File: src/rgb_pkg.sv
// Shared constants and types for the double-data-rate link bridge
package rgb_pkg;
	localparam int CLK_NS = 25;
	localparam int LINK_NS_1000 = 8;
	localparam int LINK_NS_100 = 40;
	localparam int LINK_NS_10 = 400;
	localparam int PHY_RST_NS = 1000;

	// Half link period in system cycles, never below one
	function automatic int half_cyc(input int ns);
		int c;
		c = ns / (2 * CLK_NS);
		return (c < 1) ? 1 : c;
	endfunction

	localparam logic [7:0] TX_HALF_1000 = 8'(half_cyc(LINK_NS_1000));
	localparam logic [7:0] TX_HALF_100 = 8'(half_cyc(LINK_NS_100));
	localparam logic [7:0] TX_HALF_10 = 8'(half_cyc(LINK_NS_10));
	localparam logic [7:0] PHY_RST_CYC = 8'((PHY_RST_NS + CLK_NS - 1) / CLK_NS);

	// In-band link status codes carried on rx data bits 2:1 while idle
	localparam logic [1:0] SPD_10 = 2'h0;
	localparam logic [1:0] SPD_100 = 2'h1;
	localparam logic [1:0] SPD_1000 = 2'h2;
	localparam logic [1:0] SPD_RST = SPD_1000;

	// Pin vector layout
	localparam int PIN_N = 12;
	localparam int PIN_TXD = 0;
	localparam int PIN_TXC = 4;
	localparam int PIN_TXCTL = 5;
	localparam int PIN_RXC = 6;
	localparam int PIN_RXCTL = 7;
	localparam int PIN_RXD = 8;
	localparam logic [11:0] TX_PIN_MASK = 12'h03F;

	localparam int FIFO_DEPTH = 8;

	typedef struct packed {
		logic [7:0] data;
		logic       dv;
		logic       er;
	} rgb_word_s;

	typedef enum logic {TXS_RISE, TXS_FALL} rgb_tx_e;
endpackage

File: src/rgb_bridge.sv
// Receive buffer and double-data-rate to single-data-rate bridge top
`timescale 1ns/1ps

module rgb_fifo #(
	parameter int W = 10,
	parameter int DEPTH = 8
) (
	input  wire logic         clk,
	input  wire logic         rst_b,
	input  wire logic [W-1:0] in_data,
	input  wire logic         in_valid,
	output logic              in_ready,
	output logic [W-1:0]      out_data,
	output logic              out_valid,
	input  wire logic         out_ready
);
	localparam int AW = $clog2(DEPTH);
	logic [W-1:0] mem_r [DEPTH];
	logic [AW:0]  wr_r;
	logic [AW:0]  rd_r;
	wire          full = (wr_r[AW] != rd_r[AW]) && (wr_r[AW-1:0] == rd_r[AW-1:0]);
	wire          empty = (wr_r == rd_r);
	wire          do_wr = in_valid && !full;
	wire          do_rd = out_ready && !empty;

	assign in_ready = !full;
	assign out_valid = !empty;
	assign out_data = mem_r[rd_r[AW-1:0]];

	always_ff @(posedge clk or negedge rst_b) begin
		if (!rst_b) begin
			wr_r <= '0;
			rd_r <= '0;
		end else begin
			if (do_wr)
				wr_r <= wr_r + 1'b1;
			if (do_rd)
				rd_r <= rd_r + 1'b1;
		end
	end

	always_ff @(posedge clk) begin
		if (do_wr)
			mem_r[wr_r[AW-1:0]] <= in_data;
	end
endmodule // rgb_fifo

module rgb_bridge #(
	parameter int TILE_ID = 1
) (
	input  wire logic              clk,
	input  wire logic              rst_b,
	input  wire logic              rgmii_en,
	input  wire logic              tx_clk_delay,
	input  wire logic [11:0]       pin_i,
	output logic [11:0]            pin_o,
	output logic [11:0]            pin_oe,
	input  wire logic [11:0]       gpio_o,
	input  wire logic [11:0]       gpio_oe,
	input  wire rgb_pkg::rgb_word_s tx_word,
	input  wire logic              tx_valid,
	output logic                   tx_ready,
	output rgb_pkg::rgb_word_s     rx_word,
	output logic                   rx_valid,
	input  wire logic              rx_ready,
	output logic                   rx_drop,
	output logic [1:0]             link_speed,
	output logic                   phy_rst_b,
	input  wire logic              mdc_low,
	input  wire logic              mdio_low,
	input  wire logic              mdio_i,
	output logic                   mdc_o,
	output logic                   mdc_oe,
	output logic                   mdio_o,
	output logic                   mdio_oe,
	output logic                   smi_data_in
);
	// Receive pins and the management data line cross into clk
	logic [6:0] s1_r;
	logic [6:0] s2_r;
	logic [6:0] s3_r;
	logic [6:0] st_r;
	logic       rxc_prev_r;
	wire  [6:0] raw = {mdio_i, pin_i[rgb_pkg::PIN_RXD +: 4], pin_i[rgb_pkg::PIN_RXCTL],
		pin_i[rgb_pkg::PIN_RXC]};
	wire  [6:0] agree = ~(s2_r ^ s3_r);
	wire  [6:0] st_nxt = (agree & s3_r) | (~agree & st_r);

	always_ff @(posedge clk or negedge rst_b) begin
		if (!rst_b) begin
			s1_r <= '0;
			s2_r <= '0;
			s3_r <= '0;
			st_r <= '0;
			rxc_prev_r <= 1'b0;
		end else begin
			s1_r <= raw;
			s2_r <= s1_r;
			s3_r <= s2_r;
			st_r <= st_nxt;
			rxc_prev_r <= st_r[0];
		end
	end

	wire       rx_clk_s = st_r[0];
	wire       rx_ctl_s = st_r[1];
	wire [3:0] rxd_s = st_r[5:2];
	wire       rx_rise = rx_clk_s && !rxc_prev_r;
	wire       rx_fall = !rx_clk_s && rxc_prev_r;
	assign smi_data_in = st_r[6];

	// Receive: low nibble and valid on rising, high nibble and xor on falling
	logic [3:0] rx_lo_r;
	logic       rx_dv_r;
	logic [1:0] speed_r;
	logic       drop_r;
	wire        rx_push = rgmii_en && rx_fall && rx_dv_r;
	wire        fifo_in_ready;
	rgb_pkg::rgb_word_s rx_in;
	assign rx_in.data = {rxd_s, rx_lo_r};
	assign rx_in.dv = rx_dv_r;
	assign rx_in.er = rx_dv_r ^ rx_ctl_s;

	always_ff @(posedge clk or negedge rst_b) begin
		if (!rst_b) begin
			rx_lo_r <= 4'h0;
			rx_dv_r <= 1'b0;
			speed_r <= rgb_pkg::SPD_RST;
			drop_r <= 1'b0;
		end else begin
			if (rx_rise) begin
				rx_lo_r <= rxd_s;
				rx_dv_r <= rx_ctl_s;
			end
			// Status only means anything between frames
			if (rx_rise && !rx_ctl_s && rgmii_en)
				speed_r <= rxd_s[2:1];
			drop_r <= rx_push && !fifo_in_ready;
		end
	end
	assign link_speed = speed_r;
	assign rx_drop = drop_r;

	// The PHY cannot stall, so a full buffer drops the byte and pulses rx_drop
	rgb_fifo #(
		.W     ($bits(rgb_pkg::rgb_word_s)),
		.DEPTH (rgb_pkg::FIFO_DEPTH)
	) u_rx_fifo (
		.clk       (clk),
		.rst_b     (rst_b),
		.in_data   (rx_in),
		.in_valid  (rx_push),
		.in_ready  (fifo_in_ready),
		.out_data  (rx_word),
		.out_valid (rx_valid),
		.out_ready (rx_ready && rgmii_en)
	);

	// Transmit clock made by dividing clk; half period follows link speed
	wire [7:0] tx_half = (speed_r == rgb_pkg::SPD_10) ? rgb_pkg::TX_HALF_10 :
		(speed_r == rgb_pkg::SPD_100) ? rgb_pkg::TX_HALF_100 : rgb_pkg::TX_HALF_1000;
	rgb_pkg::rgb_tx_e   tx_st_r;
	rgb_pkg::rgb_word_s tx_byte_r;
	logic [7:0] tx_cnt_r;
	logic       txc_r;
	logic       txc_dly_r;
	logic [3:0] txd_r;
	logic       txctl_r;
	wire        tx_edge = (tx_cnt_r == 8'h00);
	wire        tx_take = tx_edge && (tx_st_r == rgb_pkg::TXS_FALL);
	wire        tx_go = tx_valid && rgmii_en;
	wire rgb_pkg::rgb_word_s tx_next = tx_go ? tx_word : '0;

	assign tx_ready = tx_take && rgmii_en;

	always_ff @(posedge clk or negedge rst_b) begin
		if (!rst_b) begin
			tx_st_r <= rgb_pkg::TXS_FALL;
			tx_byte_r <= '0;
			tx_cnt_r <= 8'h00;
			txc_r <= 1'b0;
			txd_r <= 4'h0;
			txctl_r <= 1'b0;
		end else begin
			tx_cnt_r <= tx_edge ? tx_half - 8'h01 : tx_cnt_r - 8'h01;
			if (tx_edge) begin
				case (tx_st_r)
					rgb_pkg::TXS_FALL: begin
						tx_st_r <= rgb_pkg::TXS_RISE;
						tx_byte_r <= tx_next;
						txc_r <= 1'b1;
						txd_r <= tx_next.data[3:0];
						txctl_r <= tx_next.dv;
					end
					rgb_pkg::TXS_RISE: begin
						tx_st_r <= rgb_pkg::TXS_FALL;
						txc_r <= 1'b0;
						txd_r <= tx_byte_r.data[7:4];
						txctl_r <= tx_byte_r.dv ^ tx_byte_r.er;
					end
					default: tx_st_r <= rgb_pkg::TXS_FALL;
				endcase
			end
		end
	end

	// Delayed copy of the transmit clock, one clk later
	always_ff @(posedge clk or negedge rst_b) begin
		if (!rst_b)
			txc_dly_r <= 1'b0;
		else
			txc_dly_r <= txc_r;
	end
	wire txc_out = tx_clk_delay ? txc_dly_r : txc_r;

	// Pin ownership: the enable hands the dedicated pins to the bridge
	wire [11:0] bridge_o = {6'h00, txctl_r, txc_out, txd_r};
	wire [11:0] bridge_oe = rgb_pkg::TX_PIN_MASK;
	assign pin_o = rgmii_en ? bridge_o : gpio_o;
	assign pin_oe = rgmii_en ? bridge_oe : gpio_oe;

	// PHY is held in reset until we are out of reset and have been enabled for PHY_RST_CYC cycles
	logic [7:0] prst_cnt_r;
	logic       prst_b_r;
	always_ff @(posedge clk or negedge rst_b) begin
		if (!rst_b) begin
			prst_cnt_r <= 8'h00;
			prst_b_r <= 1'b0;
		end else if (rgmii_en && !prst_b_r) begin
			prst_cnt_r <= prst_cnt_r + 8'h01;
			prst_b_r <= (prst_cnt_r == rgb_pkg::PHY_RST_CYC - 8'h01);
		end
	end
	assign phy_rst_b = prst_b_r;

	// Open-drain: only ever pull low, the board pull-ups give the high
	assign mdc_o = 1'b0;
	assign mdio_o = 1'b0;
	assign mdc_oe = mdc_low;
	assign mdio_oe = mdio_low;

	// Each tile carries its own copy of this module with identical wiring
	localparam int TILE = TILE_ID;
endmodule // rgb_bridge

File: config.mk
export PLATFORM = sky130hd
export DESIGN_NAME = rgb_bridge
export DESIGN_NICKNAME = d
export VERILOG_FILES = /design/src/rgb_pkg.sv /design/src/rgb_bridge.sv
export SDC_FILE = /design/constraint.sdc
export NUM_CORES = 1
export LEC_CHECK = 0
export ABC_AREA = 1
export BUFFER_PORTS_ARGS = -buffer_cell sky130_fd_sc_hd__buf_2
export CORE_MARGIN = 4
export CORE_UTILIZATION = 45
export CTS_CLUSTER_DIAMETER = 40
export DETAILED_ROUTE_END_ITERATION = 10
export GPL_TIMING_DRIVEN = 0
export PLACE_DENSITY = 0.76
export SETUP_SLACK_MARGIN = 0.15
export SYNTH_ARGS = -nofsm -noshare
export SYNTH_HDL_FRONTEND = slang
export SYNTH_SLANG_ARGS = --single-unit
File: constraint.sdc
create_clock -name clk -period 2.9 [get_ports clk]
set_input_delay 0.725 -clock clk [delete_from_list [all_inputs] [get_ports clk]]
set_output_delay 0.725 -clock clk [all_outputs]
set_load 0.1 [all_outputs]
## Word-level counts from Yosys, hierarchy flattened

Memory sizes are Yosys's and may differ from the RTL's.
Cells that the tools add are included.

- Bits in registers: 80
- Bits in writable memories: 80
- Output and inout port bits: 45
- Word-level logic and storage cells: 77
- Memories: 1

- $add $sub $neg: 5
- Eq/ne operators: 4
- Multiplexer cells: 12
- Bitwise operators: 9
- Reduce and logical (&&, ||, !) cells: 24

Memory list:

| memory | words | bits a word | rd ports | clocked after Yosys merged registers in | wr ports | line | source |
|---|---|---|---|---|---|---|---|
| u_rx_fifo.mem_r | 8 | 10 | 1 | 0 | 1 | rgb_bridge.sv:18 | `logic [W-1:0] mem_r [DEPTH];` |

Operator list:

| operator | count |
|---|---|
| 12-bit 2-to-1 mux | 2 |
| 1-bit logical AND | 15 |
| 7-bit bitwise AND | 2 |
| 7-bit inverter | 2 |
| 10-bit 2-to-1 mux | 1 |
| 4-bit by 1-bit adder with 4-bit output, second input constant | 2 |
| 8-bit by 1-bit adder with 8-bit output, second input constant | 1 |
| 8-bit by 6-bit equality test with 1-bit output, second input constant | 1 |
| 8-bit zero test | 1 |
| 8-bit 2-to-1 mux | 1 |
| 4-bit one-hot mux with 2 select lines | 1 |
| 8-bit by 1-bit subtractor with 8-bit output, second input constant | 1 |
| 7-bit OR | 1 |
| 7-bit XOR | 1 |
| 1-bit zero test | 6 |
| 1-bit one-hot mux with 2 select lines | 3 |
| 4-bit by 1-bit subtractor with 5-bit output, second input constant | 1 |
| 4-bit equality test | 1 |
| 4-bit 2-to-1 mux | 1 |
| 3-bit equality test | 1 |
| 1-bit 2-to-1 mux | 3 |
| 2-bit zero test | 1 |
| 2-bit AND reduction | 1 |
| 1-bit XOR | 2 |
| other kinds (2) | 2 |

## Depth between registers and ports, before layout

Gate-level depths: netlist of run 1.

- Word-level depth: 7
- Mapped depth: 9

## By module

A second synthesis of run 1 with hierarchy kept.

- Cell total of the unflattened synthesis: 625
- Area total of the unflattened synthesis: 6536.3 um2

By module, submodules not included:

| module | times used | cells an instance | area each (um2) |
|---|---|---|---|
| rgb_fifo | 1 | 311 | 3664.8 |
| rgb_bridge | 1 | 314 | 2871.5 |

## Worst setup path before layout of run 1

No wires, ideal clock.

- Path type: input -> output
- Start point: input port rgmii_en
- End point: output port pin_o[0]
- Data arrival time: 3.193 ns
- Required time: 2.175 ns
- Path slack: -1.018 ns
- Stages: 4
- Cells stage by stage: buf_4 inv_2 buf_2 o21ai_0

- Longest elaborated chain between the ends: 1

Ends and longest elaborated chain:

| what | line | source |
|---|---|---|
| from (decl) | rgb_bridge.sv:53 | `input wire logic rgmii_en,` |
| 12-bit 2-to-1 mux | rgb_bridge.sv:219 | `assign pin_o = rgmii_en ? bridge_o : gpio_o;` |
| to (decl) | rgb_bridge.sv:56 | `output logic [11:0] pin_o,` |

No other way between the ends.

==> results of run 1 <==
[state kept, by name (all words and copies together) (netlist names), named ones only]
name	cells
u_rx_fifo.mem_r	80
prst_cnt_r	8
tx_cnt_r	8
s1_r	7
s2_r	7
s3_r	7
tx_byte_r	6
rx_lo_r	4
txd_r	4
u_rx_fifo.rd_r	4
u_rx_fifo.wr_r	4
link_speed	2
phy_rst_b	1
rx_drop	1
rx_dv_r	1
rxc_prev_r	1
tx_st_r	1
txc_dly_r	1
txc_r	1
txctl_r	1
[cell type report]
class | instances | area (sq um)
repair buffers | 90 | 599
inverters | 62 | 238
clock inverters | 15 | 200
fillers | 1136 | 5960
well taps | 180 | 225
multi-input cells | 355 | 1850
plain buffers | 26 | 189
clock buffers | 17 | 425
flip-flops and latches | 156 | 4310
[per-layer routing]
metal	GRT usage (%)	wire length, um	vias to the layer above
met1	20.8	5530	2194
met3	5.21	1050	11
met4	6.37	128	0
li1	-	-	2193
met2	30.9	7140	199
met5	0	0	-
[per-stage QoR]
step,hold WS [ns],cells
2_1_floorplan,0.331,599
3_3_place_gp,0.334,867
3_5_place_dp,0.336,868
4_1_cts,0.0673,901
5_1_grt,0.0668,901
6_report,0.0863,901
[cell families (layout without fill, tap and decap cells)]
family | after synthesis | count (layout) | share of synthesized area (%)
and+or+nand+nor | 233 | 233 | 16.0
buffers and inverters | 88 | 210 | 6.02
adders and majority gates | 11 | 11 | 1.85
DFF | 156 | 156 | 66.4
xor gates and xnor gates | 14 | 14 | 1.89
other | 1 | 2 | 0.0578
AOI/OAI and AO/OA | 95 | 95 | 7.79
[cells in the mapped netlist, types with 6 or more instances]
library cell / count
maj3_1: 7
nor2_1: 77
clkbuf_1: 6
o21ai_0: 66
o21ai_1: 6
o22ai_1: 20
dfrtp_1: 74
or2_2: 6
inv_1: 56
edfxtp_1: 80
nand2_1: 109
nand3_1: 17
buf_2: 8
nand2_2: 6
xor2_1: 10
[power by group through the flow]
stage	combinational, W	sequential (W)	clock, W
after floorplan	0.00252	0.00304	0
after global placement	0.00313	0.00300	0
after detailed placement	0.00323	0.00302	0
after CTS	0.00344	0.00299	0.00235
after global routing	0.00398	0.00304	0.00245
final	0.00368	0.00299	0.00231
[what timing repair did]
action	CTS	global route
pin swaps	3	7
endpoints found under the setup margin	11	11
resized for setup	28	34
hold endpoints to repair	0	0
setup buffers	1	0
[final timing paths]
| check | startpoint | cells after the start | end |
|---|---|---|---|
| hold reg to reg | s1_r[3] | 0 | s2_r[3] |
| setup / recovery | u_rx_fifo.rd_r[0] | 8 | rx_word[0] |
| hold / removal | rst_b | 1 | txd_r[0] |
| setup reg to reg | rx_dv_r | 4 | u_rx_fifo.mem_r[0][0] |
| max in group asynchronous | rst_b | 2 | u_rx_fifo.rd_r[1] |
| min in group clk | s1_r[3] | 0 | s2_r[3] |
==> impl_metrics.json, run 1 <==
{
  "outcome": "finished clean",
  "leakagePower_nw": 3.57,
  "final_cell_mix": "106 x nand2_1, 83 x buf_2, 80 x edfxtp_1, 73 x dfrtp_1, 65 x nor2_1",
  "grt_first_pass_wirelength_um": 22600,
  "path_clk_slew_ns": 0.06,
  "routabilityCongestion": 0.828,
  "ys_seq_area_share_pct": 66.4,
  "drt_drc_violations_left": 0,
  "sequentialPowerShare_pct": 33.3,
  "timing.setup.tns_ns": 0,
  "fmax_mhz": 370,
  "endpoint_kind": "primary output",
  "cts_made_buffers": 17,
  "dr.pass1.iters": 5,
  "drtAntennaViolNets": 0,
  "synth.largest_area_cell": "edfxtp_1",
  "portBuffers": 88,
  "cap_viol_max_count": 0,
  "io_pins": 100,
  "timing.slew.headroom_pct": 30.5,
  "layout_commonest_cell": "nand2_1",
  "async_flop_share_pct": 48.7,
  "timing.final.crit_share_pct": 93.3,
  "start_util_pct": 46.4,
  "power_per_cell_area_nw_per_um2": 1120,
  "finClkSkew_ns": 0.00841,
  "ys_ff_latch": 156,
  "dr.first_iter.drc_count": 277,
  "synth_top_flop_cell": "edfxtp_1",
  "synth_area_leaders": "edfxtp_1 37%, dfrtp_1 29%, nand2_1 6.3%",
  "p_total_w": 0.00899,
  "post-route-util_pct": 57.4,
  "place_ws_ns": 0.189,
  "grt.total_usage_pct": 17.7,
  "setup_ws_ns": 0.194,
  "wire_per_inst_um": 15.4,
  "num_rows": 43,
  "hold_path.class": "in2async",
  "core_sq_um": 14000,
  "p_int_w": 0.00519,
  "final_nets": 767,
  "drv_slew": 0,
  "area_delta_synth_final_pct": 23.8,
  "fin_area_sq_um": 8030,
  "worstMarginPinSlew_ns": 1.04,
  "grt_overflow": 0,
  "synth_enable_flop_cells": 80,
  "fp.dieArea_sq_um": 16400,
  "arrival_ns": 1.98,
  "synth_warnings": 0,
  "avgSynthCellArea_sq_um": 10.8,
  "fp.dieH_um": 128,
  "h-tree-depth": 4,
  "dieWidth_um": 128,
  "hold_buffers": 0,
  "min_period_ns": 2.71,
  "cp.required_ns": 2.17,
  "cp-start-kind": "flip-flop",
  "n_antenna_cell": 0,
  "rsz0062_at_grt": "yes",
  "critical-path-top-delay-family": "buffers and inverters",
  "antenna_found_initial": 0,
  "setup_viol": 0,
  "routed_wirelength_um": 13800,
  "cts_root_buf": "clkbuf_16",
  "max-vdd-ir-drop_mv": 0.655,
  "clock_latency_ns": 0.42,
  "switching_share_pct": 42.2,
  "power.switching_w": 0.00379,
  "grt_pass1_vias": 4814,
  "crit_buf_inv": 4,
  "via_count": 4597,
  "vias_per_cell": 5.10,
  "cts_sinks": 156,
  "cts_buffer_depth": 2,
  "dp_hpwl_um": 9220,
  "rrSetupSlack_ns": 0.49,
  "cp_slowest_cell": "dfrtp_1",
  "ys_types": 39,
  "synthCells": 598,
  "path_class": "reg2out",
  "yosysTopAreaCellShare_pct": 37.0,
  "cts_tree": "yes",
  "clock_power_share_pct": 25.7,
  "hold_viol": 0,
  "combPwrFrac_pct": 41.0,
  "crit_fanout": 10,
  "layout-drive-gt1-share_pct": 26.9,
  "grt_max_degree": 76,
  "crit_chain": "buf_6, inv_4, buf_4, nor2_1, o22ai_1, nand2_1, nand2_2, buf_12",
  "placed_cell_area_sq_um": 7210,
  "cp_slowest_stage_delay_ns": 0.40,
  "syn_area_sq_um": 6480
}
Note: power is estimated with default switching activity, not from simulation.
==> inputs of run 2 (changes only) <==
--- a/config.mk
+++ b/config.mk
@@ -9,2 +9,3 @@
 export BUFFER_PORTS_ARGS = -buffer_cell sky130_fd_sc_hd__buf_2
+export CAP_MARGIN = 40
 export CORE_MARGIN = 4
@@ -15,2 +16,3 @@
 export PLACE_DENSITY = 0.76
+export RECOVER_POWER = 25
 export SETUP_SLACK_MARGIN = 0.15
==> constraint.sdc (replaced) <==
create_clock -name clk -period 2.9 [get_ports clk]
set_input_delay 0.145 -clock clk [delete_from_list [all_inputs] [get_ports clk]]
set_output_delay 0.145 -clock clk [all_outputs]
set_load 0.1 [all_outputs]
==> run 2 against run 1 <==
- register-to-register slack improved by 0.17 ns
- critical path depth fell by 1
- setup slack improved by 0.20 ns
- combinational power fell by 12%
- sequential share of layout area rose by 0.068 points
- hold slack improved by 0.0066 ns
- via count rose by 1.9%
- critical endpoint is now rx_word[8]
- largest cell class unchanged
==> impl_metrics.json, run 2 (synthesized netlist as in run 1, its figures left out) <==
{
  "dr.pass1.iters": 5,
  "final_cells": 920,
  "critical-path-top-delay-family": "buffers and inverters",
  "hold_path.class": "in2reg",
  "n_antenna_cell": 0,
  "clock_latency_ns": 0.42,
  "drtAntennaViolNets": 0,
  "timing.slew.headroom_pct": 10.3,
  "cts_sinks": 156,
  "worstRegToRegCells": 5,
  "grt_overflow": 0,
  "routed_wirelength_um": 14000,
  "cts_tree": "yes",
  "grt_first_pass_wirelength_um": 23300,
  "hold_depth": 5,
  "portBuffers": 88,
  "largest_register_ffs": 80,
  "power_per_cell_area_nw_per_um2": 1080,
  "rrSetupSlack_ns": 0.66,
  "grt_busiest_layer": "met2",
  "hold_viol": 0,
  "wire_per_inst_um": 15.2,
  "h-tree-depth": 4,
  "endpoint_kind": "primary output",
  "rsz0062_at_grt": "no",
  "postCtsResizedCells": 0,
  "path_clk_slew_ns": 0.06,
  "dr.first_iter.drc_count": 323,
  "cp.required_ns": 2.76,
  "min_period_ns": 2.51,
  "dp_cells": 873,
  "drv_slew": 0,
  "globalRouteMet3Util_pct": 4.29,
  "post_cts_buffers": 0,
  "cp-start-kind": "flip-flop",
  "layout-drive-gt1-share_pct": 23.5,
  "crit_fanout": 10,
  "area_delta_synth_final_pct": 23.7,
  "p_total_w": 0.00867,
  "routabilityCongestion": 0.835,
  "dp_hpwl_um": 9850,
  "via_count": 4683,
  "dieWidth_um": 128,
  "grt.total_usage_pct": 17.9,
  "drt_drc_violations_left": 0,
  "crit_buf_inv": 3,
  "hold_buffers": 14,
  "cp_slowest_stage_delay_ns": 0.48,
  "timing.final.crit_share_pct": 86.5,
  "final_cell_mix": "109 x nand2_1, 93 x buf_2, 80 x edfxtp_1, 77 x nor2_1, 74 x dfrtp_1",
  "worstMarginPinSlew_ns": 1.35,
  "cts_buffer_depth": 2,
  "grt_max_degree": 55,
  "vias_per_cell": 5.09,
  "setup_viol": 0,
  "grt.met2_usage_pct": 31.7,
  "max-vdd-ir-drop_mv": 0.653,
  "cts_made_buffers": 17,
  "arrival_ns": 2.36,
  "fp.dieH_um": 128,
  "crit_chain": "inv_1, clkbuf_1, o21ai_0, o22ai_1, nand2_1, nand2_1, buf_2",
  "path_common_cell": "nand2_1",
  "cts_root_buf": "clkbuf_16",
  "nFillCells": 1143,
  "final_nets": 786,
  "fmax_mhz": 399,
  "core_sq_um": 14000,
  "min_from": "tx_word[5]",
  "cp_slowest_cell": "dfrtp_1",
  "start_util_pct": 46.4,
  "path_class": "reg2out",
  "seq_area_sq_um": 4310,
  "reg2reg_from": "rx_dv_r",
  "timing.setup.tns_ns": 0,
  "layout_commonest_cell": "nand2_1",
  "fp.dieArea_sq_um": 16400,
  "r2r-end": "u_rx_fifo.mem_r[2][2]",
  "grt_pass1_vias": 4943,
  "io_pins": 100,
  "multi_input_area_sq_um": 1790,
  "outcome": "finished clean",
  "num_rows": 43,
  "cap_viol_max_count": 0,
  "grt_use_met1_pct": 21.5,
  "antenna_found_initial": 0,
  "whs_endpoint": "txd_r[3]",
  "finClkSkew_ns": 0.0138,
  "leakagePower_nw": 3.58
}
[run 2: cell count changes in the layout (fill, tap and decap cells not counted), moves of 4 or more]
cell           change
nor2_2            -12
o21ai_1            -4
dlygate4sd3_1     +14
buf_12             -6
o21ai_0            +4
buf_6              -6
nor2_1            +12
clkbuf_4           -4
buf_2             +10
inv_8              -4
clkbuf_1           +6
[run 2: where the power goes]
group / leakage [nW] / switching, W / internal [W]
Clock: 0.321 / 0.000865 / 0.00155
Sequential: 1.65 / 0.000282 / 0.00272
Combinational: 1.61 / 0.00248 / 0.000766
Total: 3.58 / 0.00363 / 0.00504
[run 2: how the worst max path moves through the flow]
stage          slack, ns                    end  cells after the start              start
2_1_floorplan       0.14               pin_o[0]                      4           rgmii_en
3_3_place_gp        0.62  u_rx_fifo.mem_r[2][3]                      4            rx_dv_r
3_5_place_dp        0.60  u_rx_fifo.mem_r[6][7]                      4            rx_dv_r
4_1_cts             0.41             rx_word[8]                      7  u_rx_fifo.rd_r[1]
5_1_grt             0.24             rx_word[0]                      7  u_rx_fifo.rd_r[1]
6_report            0.39             rx_word[8]                      7  u_rx_fifo.rd_r[1]
[run 2: through the flow]
step	worst slack [ns]	cell area (sq um)	hold WS (ns)	utilization, %
2_1_floorplan	0.142	6490	-0.151	-
3_3_place_gp	0.616	7150	0.254	51.1
3_5_place_dp	0.604	7220	0.0628	51.6
4_1_cts	0.408	8020	0.0829	57.3
5_1_grt	0.244	8020	0.113	57.3
6_report	0.392	8020	0.0929	57.3
[run 2: routing by layer]
metal / share of wire [%] / up-vias
met5: 0 / -
met4: 1.5 / 0
met3: 6.8 / 23
met2: 51 / 197
met1: 40 / 2232
li1: - / 2231
[run 2: worst min-delay path: cells and delay by family]
family	cells	cell delay, ns
simple gates	2	0.12
buf+inv	1	0.08
compound gates	2	0.13
[run 2: cell type report]
class	count	area share, %
Inverter	62	2.96
Multi-Input combinational cell	355	22.3
Sequential cell	156	53.7
Buffer	26	1.90
Tap cell	180	2.81
Timing Repair Buffer	109	8.10
Clock buffer	18	5.48
Clock inverter	14	2.70
